File: config.mk
export PLATFORM = sky130hd
export DESIGN_NAME = reset_seq
export DESIGN_NICKNAME = d
export VERILOG_FILES = /design/src/hdl/level_sync.v /design/src/hdl/event_flags.v /design/src/hdl/reset_seq.v
export VERILOG_INCLUDE_DIRS = /design/src /design/src/hdl
export SDC_FILE = /design/constraint.sdc
export NUM_CORES = 1
export LEC_CHECK = 0
export ABC_AREA = 1
export BUFFER_PORTS_ARGS = -buffer_cell sky130_fd_sc_hd__clkbuf_2
export CORE_MARGIN = 2
export CORE_UTILIZATION = 30
export CTS_CLUSTER_SIZE = 40
export DETAILED_ROUTE_END_ITERATION = 8
export GPL_TIMING_DRIVEN = 0
export SLEW_MARGIN = 10
export SYNTH_ARGS = -nofsm -noshare
export SYNTH_HDL_FRONTEND = slang
export SYNTH_HIERARCHICAL = 1
export SYNTH_SLANG_ARGS = --single-unit
File: constraint.sdc
create_clock -name mclk_i -period 2.1 [get_ports mclk_i]
set_input_delay 0.63 -clock mclk_i [delete_from_list [all_inputs] [get_ports mclk_i]]
set_output_delay 0.63 -clock mclk_i [all_outputs]
set_load 0.02 [all_outputs]
File: src/hdl/reset_seq_defs.vh
`ifndef RESET_SEQ_DEFS_VH
`define RESET_SEQ_DEFS_VH

// ----------------------------------------
// Register map
// ----------------------------------------
`define ADDR_W            8
`define DATA_W            8
`define ADDR_MON_CTRL     8'hff
`define ADDR_RST_CAUSE    8'hef
`define ADDR_IRQ_STAT     8'hf0
`define ADDR_IRQ_MASK     8'hf1

// ----------------------------------------
// Field positions
// ----------------------------------------
`define BIT_MON_EN        7
`define BIT_SUPPLY_STAT   6
`define BIT_PIN_FLAG      0
`define BIT_PWR_FLAG      1

// ----------------------------------------
// Reset values
// ----------------------------------------
`define RST_MON_EN        1'b1
`define RST_PWR_SEL       1'b1
`define RST_PWR_FLAG      1'b1
`define RST_PIN_FLAG      1'b0
`define RST_IRQ_MASK      3'h0
`define RST_DRV_HIST      2'h3
`define RST_BYTE          8'h00

// ----------------------------------------
// Interrupt events
// ----------------------------------------
`define EV_N              3
`define EV_SUPPLY_LOW     0
`define EV_SUPPLY_OK      1
`define EV_PIN_RESET      2

// ----------------------------------------
// Timing
// ----------------------------------------
`define POR_DELAY_CYC     16

`endif

File: src/hdl/level_sync.v
`timescale 1ns/1ps
`default_nettype none

module level_sync #(
  parameter       W       = 1,
  parameter [W-1:0] RST_VAL = {W{1'b0}}
) (
  // Clock and reset
  input  wire         mclk_i,
  input  wire         rst_n_i,
  // Levels
  input  wire [W-1:0] async_i,
  output wire [W-1:0] sync_o
);

  reg [W-1:0] meta_q;
  reg [W-1:0] sync_q;

  // ----------------------------------------
  // Two-stage synchroniser
  // ----------------------------------------
  always @(posedge mclk_i or negedge rst_n_i) begin
    if (!rst_n_i) begin
      meta_q <= RST_VAL;
      sync_q <= RST_VAL;
    end else begin
      meta_q <= async_i;
      sync_q <= meta_q;
    end
  end

  assign sync_o = sync_q;

endmodule // level_sync

`default_nettype wire

File: src/hdl/event_flags.v
`timescale 1ns/1ps
`default_nettype none
`include "reset_seq_defs.vh"

module event_flags #(
  parameter N = 3
) (
  // Clock and reset
  input  wire         mclk_i,
  input  wire         rst_n_i,
  // Events
  input  wire [N-1:0] event_i,
  // Software access
  input  wire         clr_wr_i,
  input  wire [N-1:0] clr_data_i,
  input  wire         mask_wr_i,
  input  wire [N-1:0] mask_data_i,
  // Status
  output wire [N-1:0] status_o,
  output wire [N-1:0] mask_o,
  output wire         irq_o
);

  reg  [N-1:0] stat_q;
  reg  [N-1:0] mask_q;

  // ----------------------------------------
  // Sticky flags, set beats clear
  // ----------------------------------------
  genvar i;
  generate
    for (i = 0; i < N; i = i + 1) begin : g_flag
      always @(posedge mclk_i or negedge rst_n_i) begin
        if (!rst_n_i) begin
          stat_q[i] <= 1'b0;
        end else if (event_i[i]) begin
          stat_q[i] <= 1'b1;
        end else if (clr_wr_i && clr_data_i[i]) begin
          stat_q[i] <= 1'b0;
        end
      end
    end
  endgenerate

  always @(posedge mclk_i or negedge rst_n_i) begin
    if (!rst_n_i) begin
      mask_q <= `RST_IRQ_MASK;
    end else if (mask_wr_i) begin
      mask_q <= mask_data_i;
    end
  end

  assign status_o = stat_q;
  assign mask_o   = mask_q;
  assign irq_o    = |(stat_q & mask_q);

endmodule // event_flags

`default_nettype wire

File: src/hdl/reset_seq.v
// Overview of operation
// Selected monitor trip drives pin, holds core
// Core released once supply back above threshold
// Power-on reset sets monitor enable
// Other resets leave monitor enable alone
// Software enables monitor before selecting it
// Enable bit 7; no reset unless selected
// Bit 6 reads live supply status
// Control bits 5:0 read zero, ignore writes
// No power-on delay after monitor reset
// Low reset pin holds device in reset
// Pin reset exit sets pin flag
// Software distrusts memory when power flag set
// Power flag set on power/monitor, else cleared
// Sync status inputs; assert reset asynchronously
//
// The plain strobed port was decided locally.
`timescale 1ns/1ps
`default_nettype none
`include "reset_seq_defs.vh"

module reset_seq #(
  parameter POR_DELAY_CYC = `POR_DELAY_CYC,
  parameter CNT_W         = 16
) (
  // Clock and power-on reset
  input  wire                 mclk_i,
  input  wire                 rst_n_i,
  // Supply comparator, high above threshold
  input  wire                 supply_ok_i,
  // Open-drain reset pin
  input  wire                 rst_pin_i,
  output wire                 rst_pin_o,
  output wire                 rst_pin_oe_n_o,
  // Other internal reset requests
  input  wire                 sys_rst_req_i,
  // Core reset
  output wire                 core_rst_n_o,
  // Register port
  input  wire [`ADDR_W-1:0]   addr_i,
  input  wire [`DATA_W-1:0]   wdata_i,
  input  wire                 wr_i,
  input  wire                 rd_i,
  output wire [`DATA_W-1:0]   rdata_o,
  // Interrupt
  output wire                 irq_o
);

  // ----------------------------------------
  // Address decode
  // ----------------------------------------
  function hit;
    input [`ADDR_W-1:0] a;
    input [`ADDR_W-1:0] target;
    begin
      hit = (a == target);
    end
  endfunction

  localparam integer     POR_LAST_I = POR_DELAY_CYC - 1;
  localparam [CNT_W-1:0] POR_LAST   = POR_LAST_I[CNT_W-1:0];

  // ----------------------------------------
  // Declarations
  // ----------------------------------------
  reg                 supply_enable_q;
  reg                 power_select_q;
  reg                 power_flag_q;
  reg                 pin_flag_q;
  reg  [CNT_W-1:0]    por_cnt_q;
  reg  [CNT_W-1:0]    por_cnt_d;
  reg                 por_done_q;
  reg  [1:0]          release_q;
  reg                 core_prev_q;
  reg                 cause_por_q;
  reg                 cause_mon_q;
  reg                 cause_pin_q;
  reg  [1:0]          drive_hist_q;
  reg                 supply_prev_q;
  reg  [`DATA_W-1:0]  rdata_q;
  reg  [`DATA_W-1:0]  rdata_d;

  wire                supply_s;
  wire                pin_s;
  wire                monitor_trip;
  wire                monitor_trip_s;
  wire                pin_drive;
  wire                pin_drive_s;
  wire                pin_ext_low;
  wire                pin_ext_low_s;
  wire                reset_any;
  wire                in_reset;
  wire                reset_exit;
  wire [`EV_N-1:0]    events;
  wire [`EV_N-1:0]    irq_status;
  wire [`EV_N-1:0]    irq_mask;
  wire                wr_ctrl;
  wire                wr_cause;
  wire                wr_istat;
  wire                wr_imask;

  // ----------------------------------------
  // Input synchronisers
  // ----------------------------------------
  // Supply assumed good and pin high until seen otherwise
  level_sync #(
    .W       (2),
    .RST_VAL (2'h3)
  ) u_in_sync (
    .mclk_i  (mclk_i),
    .rst_n_i (rst_n_i),
    .async_i ({supply_ok_i, rst_pin_i}),
    .sync_o  ({supply_s, pin_s})
  );

  // ----------------------------------------
  // Asynchronous reset sources
  // ----------------------------------------
  // Trip only when enabled and also selected
  assign monitor_trip = supply_enable_q & power_select_q & ~supply_ok_i;

  // Pin driven low for monitor trip and power-on
  assign pin_drive = monitor_trip | ~por_done_q;

  assign rst_pin_o      = 1'b0;
  assign rst_pin_oe_n_o = ~pin_drive;

  // Own drive on the pin is not an external reset
  assign pin_ext_low = ~rst_pin_i & ~pin_drive;

  // Raw sources act at once; nothing waits for a clock
  assign reset_any = ~rst_n_i
                   | ~por_done_q
                   | monitor_trip
                   | pin_ext_low
                   | sys_rst_req_i;

  // ----------------------------------------
  // Power-on delay
  // ----------------------------------------
  // Only the power-on path counts; a monitor trip skips this
  always @* begin
    por_cnt_d = por_cnt_q;
    if (!por_done_q) begin
      por_cnt_d = por_cnt_q + 1'b1;
    end
  end

  always @(posedge mclk_i or negedge rst_n_i) begin
    if (!rst_n_i) begin
      por_cnt_q  <= {CNT_W{1'b0}};
      por_done_q <= 1'b0;
    end else begin
      por_cnt_q <= por_cnt_d;
      if (por_cnt_q == POR_LAST) begin
        por_done_q <= 1'b1;
      end
    end
  end

  // ----------------------------------------
  // Core reset: async assert, sync release
  // ----------------------------------------
  // Two-cycle release avoids a runt edge on the core
  always @(posedge mclk_i or posedge reset_any) begin
    if (reset_any) begin
      release_q <= 2'h0;
    end else begin
      release_q <= {release_q[0], 1'b1};
    end
  end

  assign core_rst_n_o = release_q[1];
  assign in_reset     = ~release_q[1];

  always @(posedge mclk_i or negedge rst_n_i) begin
    if (!rst_n_i) begin
      core_prev_q <= 1'b0;
    end else begin
      core_prev_q <= release_q[1];
    end
  end

  assign reset_exit = release_q[1] & ~core_prev_q;

  // ----------------------------------------
  // Cause capture
  // ----------------------------------------
  assign monitor_trip_s = supply_enable_q & power_select_q & ~supply_s;
  assign pin_drive_s    = monitor_trip_s | ~por_done_q;
  assign pin_ext_low_s  = ~pin_s & ~pin_drive_s & ~(|drive_hist_q);

  // Own release reaches pin_s two edges late; mask that tail
  always @(posedge mclk_i or negedge rst_n_i) begin
    if (!rst_n_i) begin
      drive_hist_q <= `RST_DRV_HIST;
    end else begin
      drive_hist_q <= {drive_hist_q[0], pin_drive_s};
    end
  end

  // Pin pulses shorter than the synchroniser may go unrecorded
  always @(posedge mclk_i or negedge rst_n_i) begin
    if (!rst_n_i) begin
      cause_por_q <= 1'b1;
      cause_mon_q <= 1'b0;
      cause_pin_q <= 1'b0;
    end else if (reset_exit) begin
      cause_por_q <= 1'b0;
      cause_mon_q <= 1'b0;
      cause_pin_q <= 1'b0;
    end else if (in_reset) begin
      if (monitor_trip_s) begin
        cause_mon_q <= 1'b1;
      end
      if (pin_ext_low_s) begin
        cause_pin_q <= 1'b1;
      end
    end
  end

  // ----------------------------------------
  // Reset cause flags
  // ----------------------------------------
  always @(posedge mclk_i or negedge rst_n_i) begin
    if (!rst_n_i) begin
      power_flag_q <= `RST_PWR_FLAG;
      pin_flag_q   <= `RST_PIN_FLAG;
    end else if (reset_exit) begin
      power_flag_q <= cause_por_q | cause_mon_q;
      pin_flag_q   <= cause_pin_q;
    end
  end

  // ----------------------------------------
  // Register writes
  // ----------------------------------------
  assign wr_ctrl  = wr_i & hit(addr_i, `ADDR_MON_CTRL);
  assign wr_cause = wr_i & hit(addr_i, `ADDR_RST_CAUSE);
  assign wr_istat = wr_i & hit(addr_i, `ADDR_IRQ_STAT);
  assign wr_imask = wr_i & hit(addr_i, `ADDR_IRQ_MASK);

  // Only the power-on reset touches these two
  always @(posedge mclk_i or negedge rst_n_i) begin
    if (!rst_n_i) begin
      supply_enable_q <= `RST_MON_EN;
      power_select_q  <= `RST_PWR_SEL;
    end else begin
      if (wr_ctrl) begin
        supply_enable_q <= wdata_i[`BIT_MON_EN];
      end
      // Selecting before the monitor settles may trip a reset
      if (wr_cause) begin
        power_select_q <= wdata_i[`BIT_PWR_FLAG];
      end
    end
  end

  // ----------------------------------------
  // Interrupt events
  // ----------------------------------------
  always @(posedge mclk_i or negedge rst_n_i) begin
    if (!rst_n_i) begin
      supply_prev_q <= 1'b1;
    end else begin
      supply_prev_q <= supply_s;
    end
  end

  assign events[`EV_SUPPLY_LOW] = supply_prev_q & ~supply_s;
  assign events[`EV_SUPPLY_OK]  = ~supply_prev_q & supply_s;
  assign events[`EV_PIN_RESET]  = reset_exit & cause_pin_q;

  event_flags #(
    .N (`EV_N)
  ) u_flags (
    .mclk_i      (mclk_i),
    .rst_n_i     (rst_n_i),
    .event_i     (events),
    .clr_wr_i    (wr_istat),
    .clr_data_i  (wdata_i[`EV_N-1:0]),
    .mask_wr_i   (wr_imask),
    .mask_data_i (wdata_i[`EV_N-1:0]),
    .status_o    (irq_status),
    .mask_o      (irq_mask),
    .irq_o       (irq_o)
  );

  // ----------------------------------------
  // Register reads
  // ----------------------------------------
  always @* begin
    rdata_d = `RST_BYTE;
    if (rd_i) begin
      if (hit(addr_i, `ADDR_MON_CTRL)) begin
        rdata_d[`BIT_MON_EN]      = supply_enable_q;
        rdata_d[`BIT_SUPPLY_STAT] = supply_s;
      end else if (hit(addr_i, `ADDR_RST_CAUSE)) begin
        rdata_d[`BIT_PWR_FLAG] = power_flag_q;
        rdata_d[`BIT_PIN_FLAG] = pin_flag_q;
      end else if (hit(addr_i, `ADDR_IRQ_STAT)) begin
        rdata_d[`EV_N-1:0] = irq_status;
      end else if (hit(addr_i, `ADDR_IRQ_MASK)) begin
        rdata_d[`EV_N-1:0] = irq_mask;
      end
    end
  end

  // Data stands one cycle only, zero otherwise
  always @(posedge mclk_i or negedge rst_n_i) begin
    if (!rst_n_i) begin
      rdata_q <= `RST_BYTE;
    end else begin
      rdata_q <= rdata_d;
    end
  end

  assign rdata_o = rdata_q;

endmodule // reset_seq

`default_nettype wire

Yosys cells after proc, flatten, opt, wreduce, memory -nomap -nowiden
Index checks and enable logic that the tools add are counted.
{"block": "totals", "output_inout_bits": 12, "input_bits": 23, "word_cells": 92, "reg_bits": 45}
{"block": "classes", "bitwise_logic": 33, "n_eq_ne": 6, "addsub": 1, "muxes": 20, "n_reduce_logical": 12}
{"op": "$eq A8 B8 Y1 const B", "count": 4}
{"op": "$add A16 B1 Y16 const B", "count": 1}
{"op": "$eq A16 B4 Y1 const B", "count": 1}
{"op": "$and A1 B1 Y1", "count": 14}
{"op": "$mux W1", "count": 13}
{"op": "$mux W3", "count": 4}
{"op": "$not A1 Y1", "count": 11}
{"op": "$reduce_bool A2 Y1", "count": 5}
{"op": "$or A1 B1 Y1", "count": 7}
{"op": "$mux W2", "count": 3}
{"op": "$reduce_and A2 Y1", "count": 2}
{"op": "$and A3 B3 Y3", "count": 1}
{"op": "$logic_and A1 B1 Y1", "count": 3}
{"op": "$reduce_or A3 Y1", "count": 1}
{"op": "$ne A2 B1 Y1 const B", "count": 1}
{"op": "$reduce_or A2 Y1", "count": 1}

Logic depth before layout (Yosys ltp)
Gate-level depths: netlist (run 1).
{"block": "logic_depth", "depth_word": 9, "ltp_mapped": 9, "mapped_depth_nobuf": 9}

Modules after synthesis
Netlist (run 1), hierarchy kept.
{"module": "reset_seq", "instances": 1, "cells_each": 227, "area_each_um2": 1809.2, "seq_area_each_um2": 884.6}
{"module": "event_flags", "instances": 1, "cells_each": 31, "area_each_um2": 249.0, "seq_area_each_um2": 150.1}
{"module": "level_sync", "instances": 1, "cells_each": 4, "area_each_um2": 105.1, "seq_area_each_um2": 105.1}

Worst setup path before layout (run 1)
Ideal clock, no wire load.
{"block": "synth_path", "path_type": "input-to-output", "from": "input port supply_ok_i", "to": "output port rst_pin_oe_n_o", "required_time_ns": 1.470, "path_buffers": 0, "arrival_ns": 0.928, "cell_stages": 3, "setup_slack_ns": 0.542, "cell_sequence": "nand3b_1 nand2_1 inv_1"}
{"block": "synth_between", "elab_chain_len": 4}
{"element": "start: declaration", "line_no": "reset_seq.v:30", "text": "input wire supply_ok_i,"}
{"element": "$not A1 Y1", "line_no": "reset_seq.v:120", "text": "assign monitor_trip = supply_enable_q & power_select_q & ~supply_ok_i;"}
{"element": "$and A1 B1 Y1", "line_no": "reset_seq.v:120"}
{"element": "$or A1 B1 Y1", "line_no": "reset_seq.v:123", "text": "assign pin_drive = monitor_trip | ~por_done_q;"}
{"element": "$not A1 Y1", "line_no": "reset_seq.v:126", "text": "assign rst_pin_oe_n_o = ~pin_drive;"}
{"element": "end: declaration", "line_no": "reset_seq.v:34", "text": "output wire rst_pin_oe_n_o,"}
Every way passes these cells.

Worst setup path in the final report (run 1)
{"block": "layout_path", "from": "register supply_enable_q", "to": "output port rst_pin_oe_n_o"}
{"block": "layout_between", "elab_chain_len": 4}
{"element": "start: declaration", "line_no": "reset_seq.v:66", "text": "reg supply_enable_q;"}
{"element": "start signal: assignment", "line_no": "reset_seq.v:246", "text": "supply_enable_q <= `RST_MON_EN;"}
{"element": "start signal: assignment", "line_no": "reset_seq.v:250", "text": "supply_enable_q <= wdata_i[`BIT_MON_EN];"}
{"element": "$and A1 B1 Y1 (2 in series)", "line_no": "reset_seq.v:120"}
{"element": "$or A1 B1 Y1", "line_no": "reset_seq.v:123"}
{"element": "$not A1 Y1", "line_no": "reset_seq.v:126"}
Every way passes these cells.

==> results of run 1 <==
-- cells by family (layout without fill, tap and decap cells) --
logic type,after synthesis,count (layout),synth area share
simple gates,141,141,0.300
flops,45,45,0.527
other cells,2,5,0.00347
fa+ha+maj,1,1,0.00578
compound gates,12,12,0.0289
xor+xnor,8,8,0.0324
buf+inv,53,87,0.102
-- sequential cells by signal (all words and copies together), names as in the netlist --
register,cells
cause_mon_q,1
cause_pin_q,1
cause_por_q,1
core_prev_q,1
drive_hist_q,2
pin_flag_q,1
por_cnt_q,16
por_done_q,1
power_flag_q,1
power_select_q,1
rdata_o,5
release_q,2
supply_enable_q,1
supply_prev_q,1
u_flags/mask_o,3
u_flags/status_o,3
u_in_sync/meta_q,2
u_in_sync/sync_o,2
-- stage by stage --
step           power [W]  utilization  setup WS [ns]  hold slack, ns
4_1_cts          0.00163        0.367          0.224           0.295
2_1_floorplan   0.000999            -          0.542           0.303
5_1_grt          0.00168        0.367          0.149           0.343
6_report         0.00160        0.367          0.248           0.294
3_5_place_dp     0.00106        0.353          0.272           0.336
3_3_place_gp     0.00105        0.353          0.261           0.333
-- worst register-to-register path, delay by kind of cell (launching register included) --
family,cells,cell delay [ns]
flip-flops,1,0.45
AND/OR/NAND/NOR,4,0.44
adder cells (fa/ha/maj),1,0.21
XOR/XNOR,1,0.14
buffers and inverters,1,0.07
-- Yosys cell counts, types with 3 or more instances --
library cell	number	area share
buf_4	4	0.014
dfrtp_1	34	0.39
dfstp_2	11	0.13
inv_1	45	0.078
inv_2	3	0.0052
nand2_1	71	0.12
nand2_2	4	0.012
nand3_1	18	0.042
nand4_1	6	0.017
nor2_1	22	0.038
nor2_2	5	0.014
nor2_4	3	0.016
nor3_1	5	0.012
o21ai_0	8	0.019
xnor2_1	3	0.012
xor2_1	5	0.020
-- power by group through the flow --
stage | clock network (W) | logic (W) | registers [W]
floorplan | 0 | 0.0000592 | 0.000940
global placement | 0 | 0.000110 | 0.000943
detailed placement | 0 | 0.000112 | 0.000944
CTS | 0.000590 | 0.000113 | 0.000928
global route | 0.000616 | 0.000129 | 0.000931
finish | 0.000561 | 0.000110 | 0.000927
-- metal layers --
metal	up-vias	global-route usage	wire [um]
li1	857	-	-
met1	758	0.132	1880
met2	34	0.196	1900
met3	4	0.0268	180
met4	0	0.0331	42
met5	-	0	0
-- worst max-delay path by stage --
stage / start / cells after the start / to / slack, ns
finish: supply_enable_q$_DFFE_PN1P_ / 4 / rst_pin_oe_n_o / 0.25
global route: power_select_q$_DFFE_PN1P_ / 4 / rst_pin_oe_n_o / 0.15
CTS: supply_enable_q$_DFFE_PN1P_ / 4 / rst_pin_oe_n_o / 0.22
detailed placement: rst_n_i / 3 / release_q[1]$_DFF_PP0_ / 0.27
global placement: supply_ok_i / 5 / rst_pin_oe_n_o / 0.26
floorplan: supply_ok_i / 3 / rst_pin_oe_n_o / 0.54
-- area by class of cell --
type / instances / area [um2]
Buffer: 5 / 41.3
Fill cell: 720 / 4350
Sequential cell: 45 / 1140
Clock inverter: 3 / 25.0
Inverter: 48 / 180
Clock buffer: 5 / 68.8
Multi-Input combinational cell: 167 / 813
Tap cell: 96 / 120
Timing Repair Buffer: 26 / 130
==> impl_metrics.env, run 1 <==
export IMPL_layout_nets=322
export IMPL_drcViolationCount=0
export IMPL_viasPerCell=4.18
export IMPL_cp_cell_sequence="nand3b_1, nand2_1, inv_1, clkbuf_2"
export IMPL_power_density_nw_per_um2=634
export IMPL_sw_frac_of_total=0.256
export IMPL_p_int_w=0.00119
export IMPL_switchingPower_w=0.000410
export IMPL_route_antenna_remaining_nets=0
export IMPL_critPathBufInv=2
export IMPL_pin_count=35
export IMPL_ff2ff_path_depth=7
export IMPL_min_period_ns=1.85
export IMPL_worst_path_max_fanout=2
export IMPL_cts_tree="yes"
export IMPL_drt_iter0_markers=78
export IMPL_synth_cell_types=26
export IMPL_port_buffers=26
export IMPL_max_stage_delay_ns=0.54
export IMPL_period_share=0.882
export IMPL_cts_hold_fix_buffers=0
export IMPL_post_cts_resize_count=0
export IMPL_setup_viol=0
export IMPL_finalNonFillerCells=395
export IMPL_r2r_end="por_cnt_q[8]$_DFFE_PN0N_"
export IMPL_slowest_stage="dfstp_2"
export IMPL_numCtsBuffers=5
export IMPL_final_common_cell="nand2_1"
export IMPL_seq_power_share=0.580
export IMPL_mostFrequentLayoutCells="71 x nand2_1, 45 x inv_1, 34 x dfrtp_1"
export IMPL_crit_type="reg -> out"
export IMPL_drive_gt1_frac=0.227
export IMPL_grt_pass1_vias=1634
export IMPL_worst_pin_slew_ns=0.973
export IMPL_grt_pass1_wl_um=6850
export IMPL_cp_data_required_time_ns=1.47
export IMPL_max_freq_mhz=540
export IMPL_clockBufferDepth=2
export IMPL_core_area_um2=6870
export IMPL_critPathArrivalTime_ns=1.22
export IMPL_reg2reg_from="por_cnt_q[0]$_DFFE_PN0N_"
export IMPL_post_dp_hpwl_um=2980
export IMPL_async_reset_ff_frac=1.00
export IMPL_synth_seq_cells=45
export IMPL_gp_congestion=0.870
export IMPL_slew_viol_final=0
export IMPL_wirelength_um=4010
export IMPL_root_buffer="clkbuf_8"
export IMPL_yosys_warnings=6
export IMPL_postCtsSetupBuffers=0
export IMPL_htreeDepth=2
export IMPL_slew_headroom=0.352
export IMPL_dieArea_um2=7910
export IMPL_synth_seq_area_share=0.527
export IMPL_status="completed"
export IMPL_synthCells=262
export IMPL_end_kind="output port"
export IMPL_rows=30
export IMPL_antenna_found_initial=0
export IMPL_skew_ns=0.00950
export IMPL_design_area_um2=2520
export IMPL_die_h_um=88.9
export IMPL_critPathTopFamily="flip-flops"
export IMPL_hold_path_class="in -> async"
export IMPL_placedCellCount=387
export IMPL_diodes=0
export IMPL_critPathLaunchType="flop"
export IMPL_synth_ff_type="dfrtp_1"
export IMPL_tns_ns=0
export IMPL_vias=1653
export IMPL_placed_cell_area_um2=2420
export IMPL_first_pass_iters=4
export IMPL_wire_per_inst_um=10.1
export IMPL_leakage_nw=1.28
export IMPL_hold_viol=0
export IMPL_die_x_um=88.9
export IMPL_power_clock_fraction=0.351
export IMPL_ir_worst_vdd_uv=274
export IMPL_avgSynthCellArea_um2=8.26
export IMPL_synth_edf_count=0
export IMPL_reg2reg_setup_slack_ns=0.70
export IMPL_synthToLayoutAreaGrowth_pct=16.4
export IMPL_globalRouteTotalUtil=0.110
export IMPL_clock_sinks=45
export IMPL_pwr_share_comb=0.069
export IMPL_grt_overflow=0
export IMPL_rsz0062_at_grt="no"
export IMPL_start_util=0.315
export IMPL_clkTransAtPathRegs_ns=0.09
export IMPL_clock_latency_ns=0.31
export IMPL_grt_max_degree=45
export IMPL_max_cap_violations=0
export IMPL_syn_area_um2=2160
Power figures use the tool's default switching activity.
==> run 2: changes to the inputs <==
--- a/config.mk
+++ b/config.mk
@@ -9,10 +9,11 @@
 export ABC_AREA = 1
 export BUFFER_PORTS_ARGS = -buffer_cell sky130_fd_sc_hd__clkbuf_2
 export CORE_MARGIN = 2
-export CORE_UTILIZATION = 30
+export CORE_UTILIZATION = 50
 export CTS_CLUSTER_SIZE = 40
 export DETAILED_ROUTE_END_ITERATION = 8
 export GPL_TIMING_DRIVEN = 0
+export PLACE_DENSITY = 0.72
 export SLEW_MARGIN = 10
 export SYNTH_ARGS = -nofsm -noshare
 export SYNTH_HDL_FRONTEND = slang
==> impl_metrics.env, run 2 (synthesis gave the netlist of run 1 again) <==
export IMPL_ir_worst_vdd_uv=677
export IMPL_worst_pin_slew_ns=1.04
export IMPL_max_freq_mhz=546
export IMPL_end_kind="output port"
export IMPL_diodes=0
export IMPL_rows=23
export IMPL_status="completed"
export IMPL_drive_gt1_frac=0.227
export IMPL_dieArea_um2=4870
export IMPL_register_area_um2=1140
export IMPL_largest_reg_flops=16
export IMPL_critPathLaunchType="flop"
export IMPL_numCtsBuffers=5
export IMPL_viasPerCell=4.71
export IMPL_core_area_um2=4090
export IMPL_cp_data_required_time_ns=1.47
export IMPL_fillers=374
export IMPL_rsz0062_at_grt="no"
export IMPL_slew_viol_final=0
export IMPL_die_h_um=69.8
export IMPL_tns_ns=0
export IMPL_postCtsSetupBuffers=0
export IMPL_clockBufferDepth=2
export IMPL_drt_iter0_markers=76
export IMPL_wirelength_um=3830
export IMPL_post_cts_resize_count=0
export IMPL_drcViolationCount=0
export IMPL_critPathArrivalTime_ns=1.20
export IMPL_port_buffers=26
export IMPL_route_antenna_remaining_nets=0
export IMPL_skew_ns=0.00626
export IMPL_globalRouteTotalUtil=0.175
export IMPL_grt_pass1_wl_um=6730
export IMPL_max_cap_violations=0
export IMPL_gp_congestion=0.853
export IMPL_root_buffer="clkbuf_8"
export IMPL_worst_path_max_fanout=2
export IMPL_hold_viol=0
export IMPL_synthToLayoutAreaGrowth_pct=14.7
export IMPL_die_x_um=69.8
export IMPL_cts_hold_fix_buffers=0
export IMPL_leakage_nw=1.29
export IMPL_post_dp_hpwl_um=2870
export IMPL_slew_headroom=0.307
export IMPL_top_register="por_cnt_q"
export IMPL_clock_latency_ns=0.30
export IMPL_multi_input_area_um2=813
export IMPL_pin_count=35
export IMPL_crit_type="reg -> out"
export IMPL_period_share=0.872
export IMPL_start_util=0.529
export IMPL_clock_sinks=45
export IMPL_power_total_w=0.00169
export IMPL_layout_nets=322
export IMPL_final_common_cell="nand2_1"
export IMPL_vias=1645
export IMPL_min_period_ns=1.83
export IMPL_hold_path_class="in -> async"
export IMPL_cts_tree="yes"
export IMPL_wire_per_inst_um=11.0
export IMPL_grt_max_degree=45
export IMPL_mostFrequentLayoutCells="71 x nand2_1, 45 x inv_1, 34 x dfrtp_1"
export IMPL_clkTransAtPathRegs_ns=0.09
export IMPL_first_pass_iters=4
export IMPL_antenna_found_initial=0
export IMPL_grt_pass1_vias=1586
export IMPL_setup_viol=0
export IMPL_htreeDepth=2
export IMPL_grt_overflow=0
export IMPL_power_density_nw_per_um2=683
[run 2: cell types whose count changed in the layout (fill, tap and decap cells not counted), sizes merged]
cell / previous run / this run
buf: 6 / 5
bufinv: 0 / 1
clkbuf: 30 / 31
inv: 49 / 48
[run 2: final cells by class]
| type | instances | share of cell area |
|---|---|---|
| clock inverters | 3 | 0.0186 |
| plain buffers | 5 | 0.0166 |
| well taps | 50 | 0.0252 |
| multi-input cells | 167 | 0.328 |
| flip-flops and latches | 45 | 0.459 |
| repair buffers | 26 | 0.0524 |
| clock buffers | 5 | 0.0277 |
| inverters | 48 | 0.0726 |
[run 2: final timing paths]
path | to | slack, ns | depth (start not counted) | start
setup / recovery | rst_pin_oe_n_o | 0.27 | 4 | supply_enable_q$_DFFE_PN1P_
hold / removal | release_q[1]$_DFF_PP0_ | 0.31 | 2 | sys_rst_req_i
setup reg to reg | por_cnt_q[8]$_DFFE_PN0N_ | 0.68 | 7 | por_cnt_q[0]$_DFFE_PN0N_
hold reg to reg | u_in_sync/sync_o[1]$_DFF_PN1_ | 0.36 | 0 | u_in_sync/meta_q[1]$_DFF_PN1_
max in group asynchronous | release_q[0]$_DFF_PP0_ | 0.71 | 3 | rst_n_i
min in group mclk_i | u_in_sync/sync_o[1]$_DFF_PN1_ | 0.36 | 0 | u_in_sync/meta_q[1]$_DFF_PN1_
[run 2: report_power, final]
part / internal, W / total, W / switching [W]
clock: 0.000356 / 0.000658 / 0.000302
combinational: 0.0000376 / 0.000108 / 0.0000707
sequential: 0.000910 / 0.000929 / 0.0000188
total: 0.00130 / 0.00169 / 0.000391
[run 2: through the flow]
stage,util,hold slack (ns),setup slack (ns),instances,instance area [um2]
finish,0.607,0.311,0.269,349,2480
global route,0.607,0.328,0.228,349,2480
CTS,0.607,0.308,0.246,349,2480
detailed placement,0.579,0.347,0.277,341,2370
global placement,0.579,0.335,0.276,341,2370
floorplan,-,0.303,0.542,265,2170
[run 2: worst max-delay path, stage by stage, from the launching register on]
cell,delay [ns]
dfstp_2,0.54
nand3b_1,0.09
nand2_1,0.09
inv_1,0.04
clkbuf_2,0.14
[run 2: metal layers]
metal	up-vias	track usage	part of all wire
li1	860	-	-
met5	-	0	0
met2	23	0.292	0.49
met4	0	0.0769	0.017
met3	5	0.0436	0.036
met1	757	0.213	0.45
==> run 3: changes to the inputs <==
--- a/config.mk
+++ b/config.mk
@@ -8,7 +8,6 @@
 export LEC_CHECK = 0
 export ABC_AREA = 1
 export BUFFER_PORTS_ARGS = -buffer_cell sky130_fd_sc_hd__clkbuf_2
-export CORE_MARGIN = 2
 export CORE_UTILIZATION = 50
 export CTS_CLUSTER_SIZE = 40
 export DETAILED_ROUTE_END_ITERATION = 8
==> impl_metrics.env, run 3 (synthesis gave the netlist of run 1 again) <==
export IMPL_critPathTopFamily="flip-flops"
export IMPL_tns_ns=0
export IMPL_skew_ns=0.00485
export IMPL_max_cap_violations=0
export IMPL_setup_viol=0
export IMPL_power_density_nw_per_um2=631
export IMPL_end_kind="output port"
export IMPL_hold_path_class="in -> async"
export IMPL_hold_viol=0
export IMPL_die_x_um=67.8
export IMPL_worst_path_max_fanout=2
export IMPL_drive_gt1_frac=0.221
export IMPL_grt_pass1_vias=1540
export IMPL_grt_pass1_wl_um=6510
export IMPL_slew_headroom=0.304
export IMPL_cts_hold_fix_buffers=0
export IMPL_hold_slack_ns=0.311
export IMPL_critPathLaunchType="flop"
export IMPL_port_buffers=26
export IMPL_grt_overflow=0
export IMPL_cts_tree="yes"
export IMPL_cp_cell_sequence="nand3b_1, nand2_1, inv_1, clkbuf_2"
export IMPL_top_register="por_cnt_q"
export IMPL_worst_pin_slew_ns=1.04
export IMPL_period_share=0.873
export IMPL_root_buffer="clkbuf_8"
export IMPL_drcViolationCount=0
export IMPL_numCtsBuffers=5
export IMPL_largest_reg_flops=16
export IMPL_postCtsSetupBuffers=0
export IMPL_leakage_nw=1.27
export IMPL_pin_count=35
export IMPL_power_total_w=0.00155
export IMPL_critPathBufInv=2
export IMPL_critPathArrivalTime_ns=1.20
export IMPL_vias=1638
export IMPL_crit_type="reg -> out"
export IMPL_max_freq_mhz=545
export IMPL_ff2ff_path_depth=7
export IMPL_r2r_end="por_cnt_q[8]$_DFFE_PN0N_"
export IMPL_status="completed"
export IMPL_register_area_um2=1140
export IMPL_route_antenna_remaining_nets=0
export IMPL_max_stage_delay_ns=0.55
export IMPL_wire_per_inst_um=10.8
export IMPL_wirelength_um=3750
export IMPL_slew_viol_final=0
export IMPL_post_dp_hpwl_um=2860
export IMPL_viasPerCell=4.69
export IMPL_die_h_um=67.8
export IMPL_grt_max_degree=45
export IMPL_fillers=376
export IMPL_reg2reg_setup_slack_ns=0.66
export IMPL_reg2reg_from="por_cnt_q[0]$_DFFE_PN0N_"
export IMPL_drt_iter0_markers=70
export IMPL_final_common_cell="nand2_1"
export IMPL_rows=23
export IMPL_clkTransAtPathRegs_ns=0.08
export IMPL_globalRouteTotalUtil=0.197
export IMPL_clock_sinks=45
export IMPL_layout_nets=322
export IMPL_cp_data_required_time_ns=1.47
export IMPL_synthToLayoutAreaGrowth_pct=13.3
export IMPL_layout_setup_ws_ns=0.267
export IMPL_post_cts_resize_count=0
export IMPL_multi_input_area_um2=813
export IMPL_core_area_um2=4090
export IMPL_mostFrequentLayoutCells="71 x nand2_1, 45 x inv_1, 34 x dfrtp_1"
export IMPL_antenna_found_initial=0
export IMPL_dieArea_um2=4590
export IMPL_post_place_ws_ns=0.289
export IMPL_rsz0062_at_grt="no"
export IMPL_clockBufferDepth=2
export IMPL_slowest_stage="dfstp_2"
export IMPL_gp_congestion=0.811
export IMPL_htreeDepth=2
export IMPL_start_util=0.529
export IMPL_min_period_ns=1.83
export IMPL_ir_worst_vdd_uv=388
export IMPL_first_pass_iters=4
export IMPL_diodes=0
export IMPL_clock_latency_ns=0.29
export IMPL_fin_util=0.600
## run 3: cell count changes in the layout (fill, tap and decap cells not counted)
cell       previous run  this run
clkinv_4              1         0
clkbuf_1              0         2
bufinv_16             1         0
## run 3: worst max path at each step
stage | startpoint | endpoint | slack [ns] | cells after the start
after detailed placement | rst_n_i | release_q[1]$_DFF_PP0_ | 0.29 | 3
after global routing | supply_enable_q$_DFFE_PN1P_ | rst_pin_oe_n_o | 0.16 | 4
after CTS | supply_enable_q$_DFFE_PN1P_ | rst_pin_oe_n_o | 0.26 | 4
after global placement | supply_ok_i | rst_pin_oe_n_o | 0.29 | 5
final | supply_enable_q$_DFFE_PN1P_ | rst_pin_oe_n_o | 0.27 | 4
after floorplan | supply_ok_i | rst_pin_oe_n_o | 0.54 | 3
## run 3: worst reg2reg max path: cells and delay by family, from the launching register on
kind,cells,cell delay (ns)
XOR/XNOR,1,0.14
AND/OR/NAND/NOR,4,0.44
adder cells (fa/ha/maj),1,0.22
buffers and inverters,1,0.06
flip-flops,1,0.47
## run 3: final cells by class
class | instances | area share
Tap cell | 50 | 0.0255
Multi-Input combinational cell | 167 | 0.332
Inverter | 48 | 0.0735
Clock inverter | 1 | 0.00306
Clock buffer | 7 | 0.0311
Sequential cell | 45 | 0.465
Timing Repair Buffer | 26 | 0.0531
Buffer | 5 | 0.0168
## run 3: metal layers
layer / vias to the layer above / track usage / wire length [um]
li1: 859 / - / -
met1: 748 / 0.244 / 1780
met2: 25 / 0.325 / 1810
met3: 6 / 0.0524 / 121
met4: 0 / 0.0781 / 48
met5: - / 0 / 0
## run 3: through the flow
stage | cell area, um2 | std cells
3_3_place_gp | 2370 | 341
6_report | 2450 | 349
3_5_place_dp | 2370 | 341
4_1_cts | 2450 | 349
5_1_grt | 2450 | 349
2_1_floorplan | 2170 | 265
## run 3: power by group
part	leakage, nW	switching, W	internal (W)
Clock	0.0385	0.000275	0.000235
Sequential	0.543	0.0000184	0.000910
Combinational	0.694	0.0000704	0.0000376
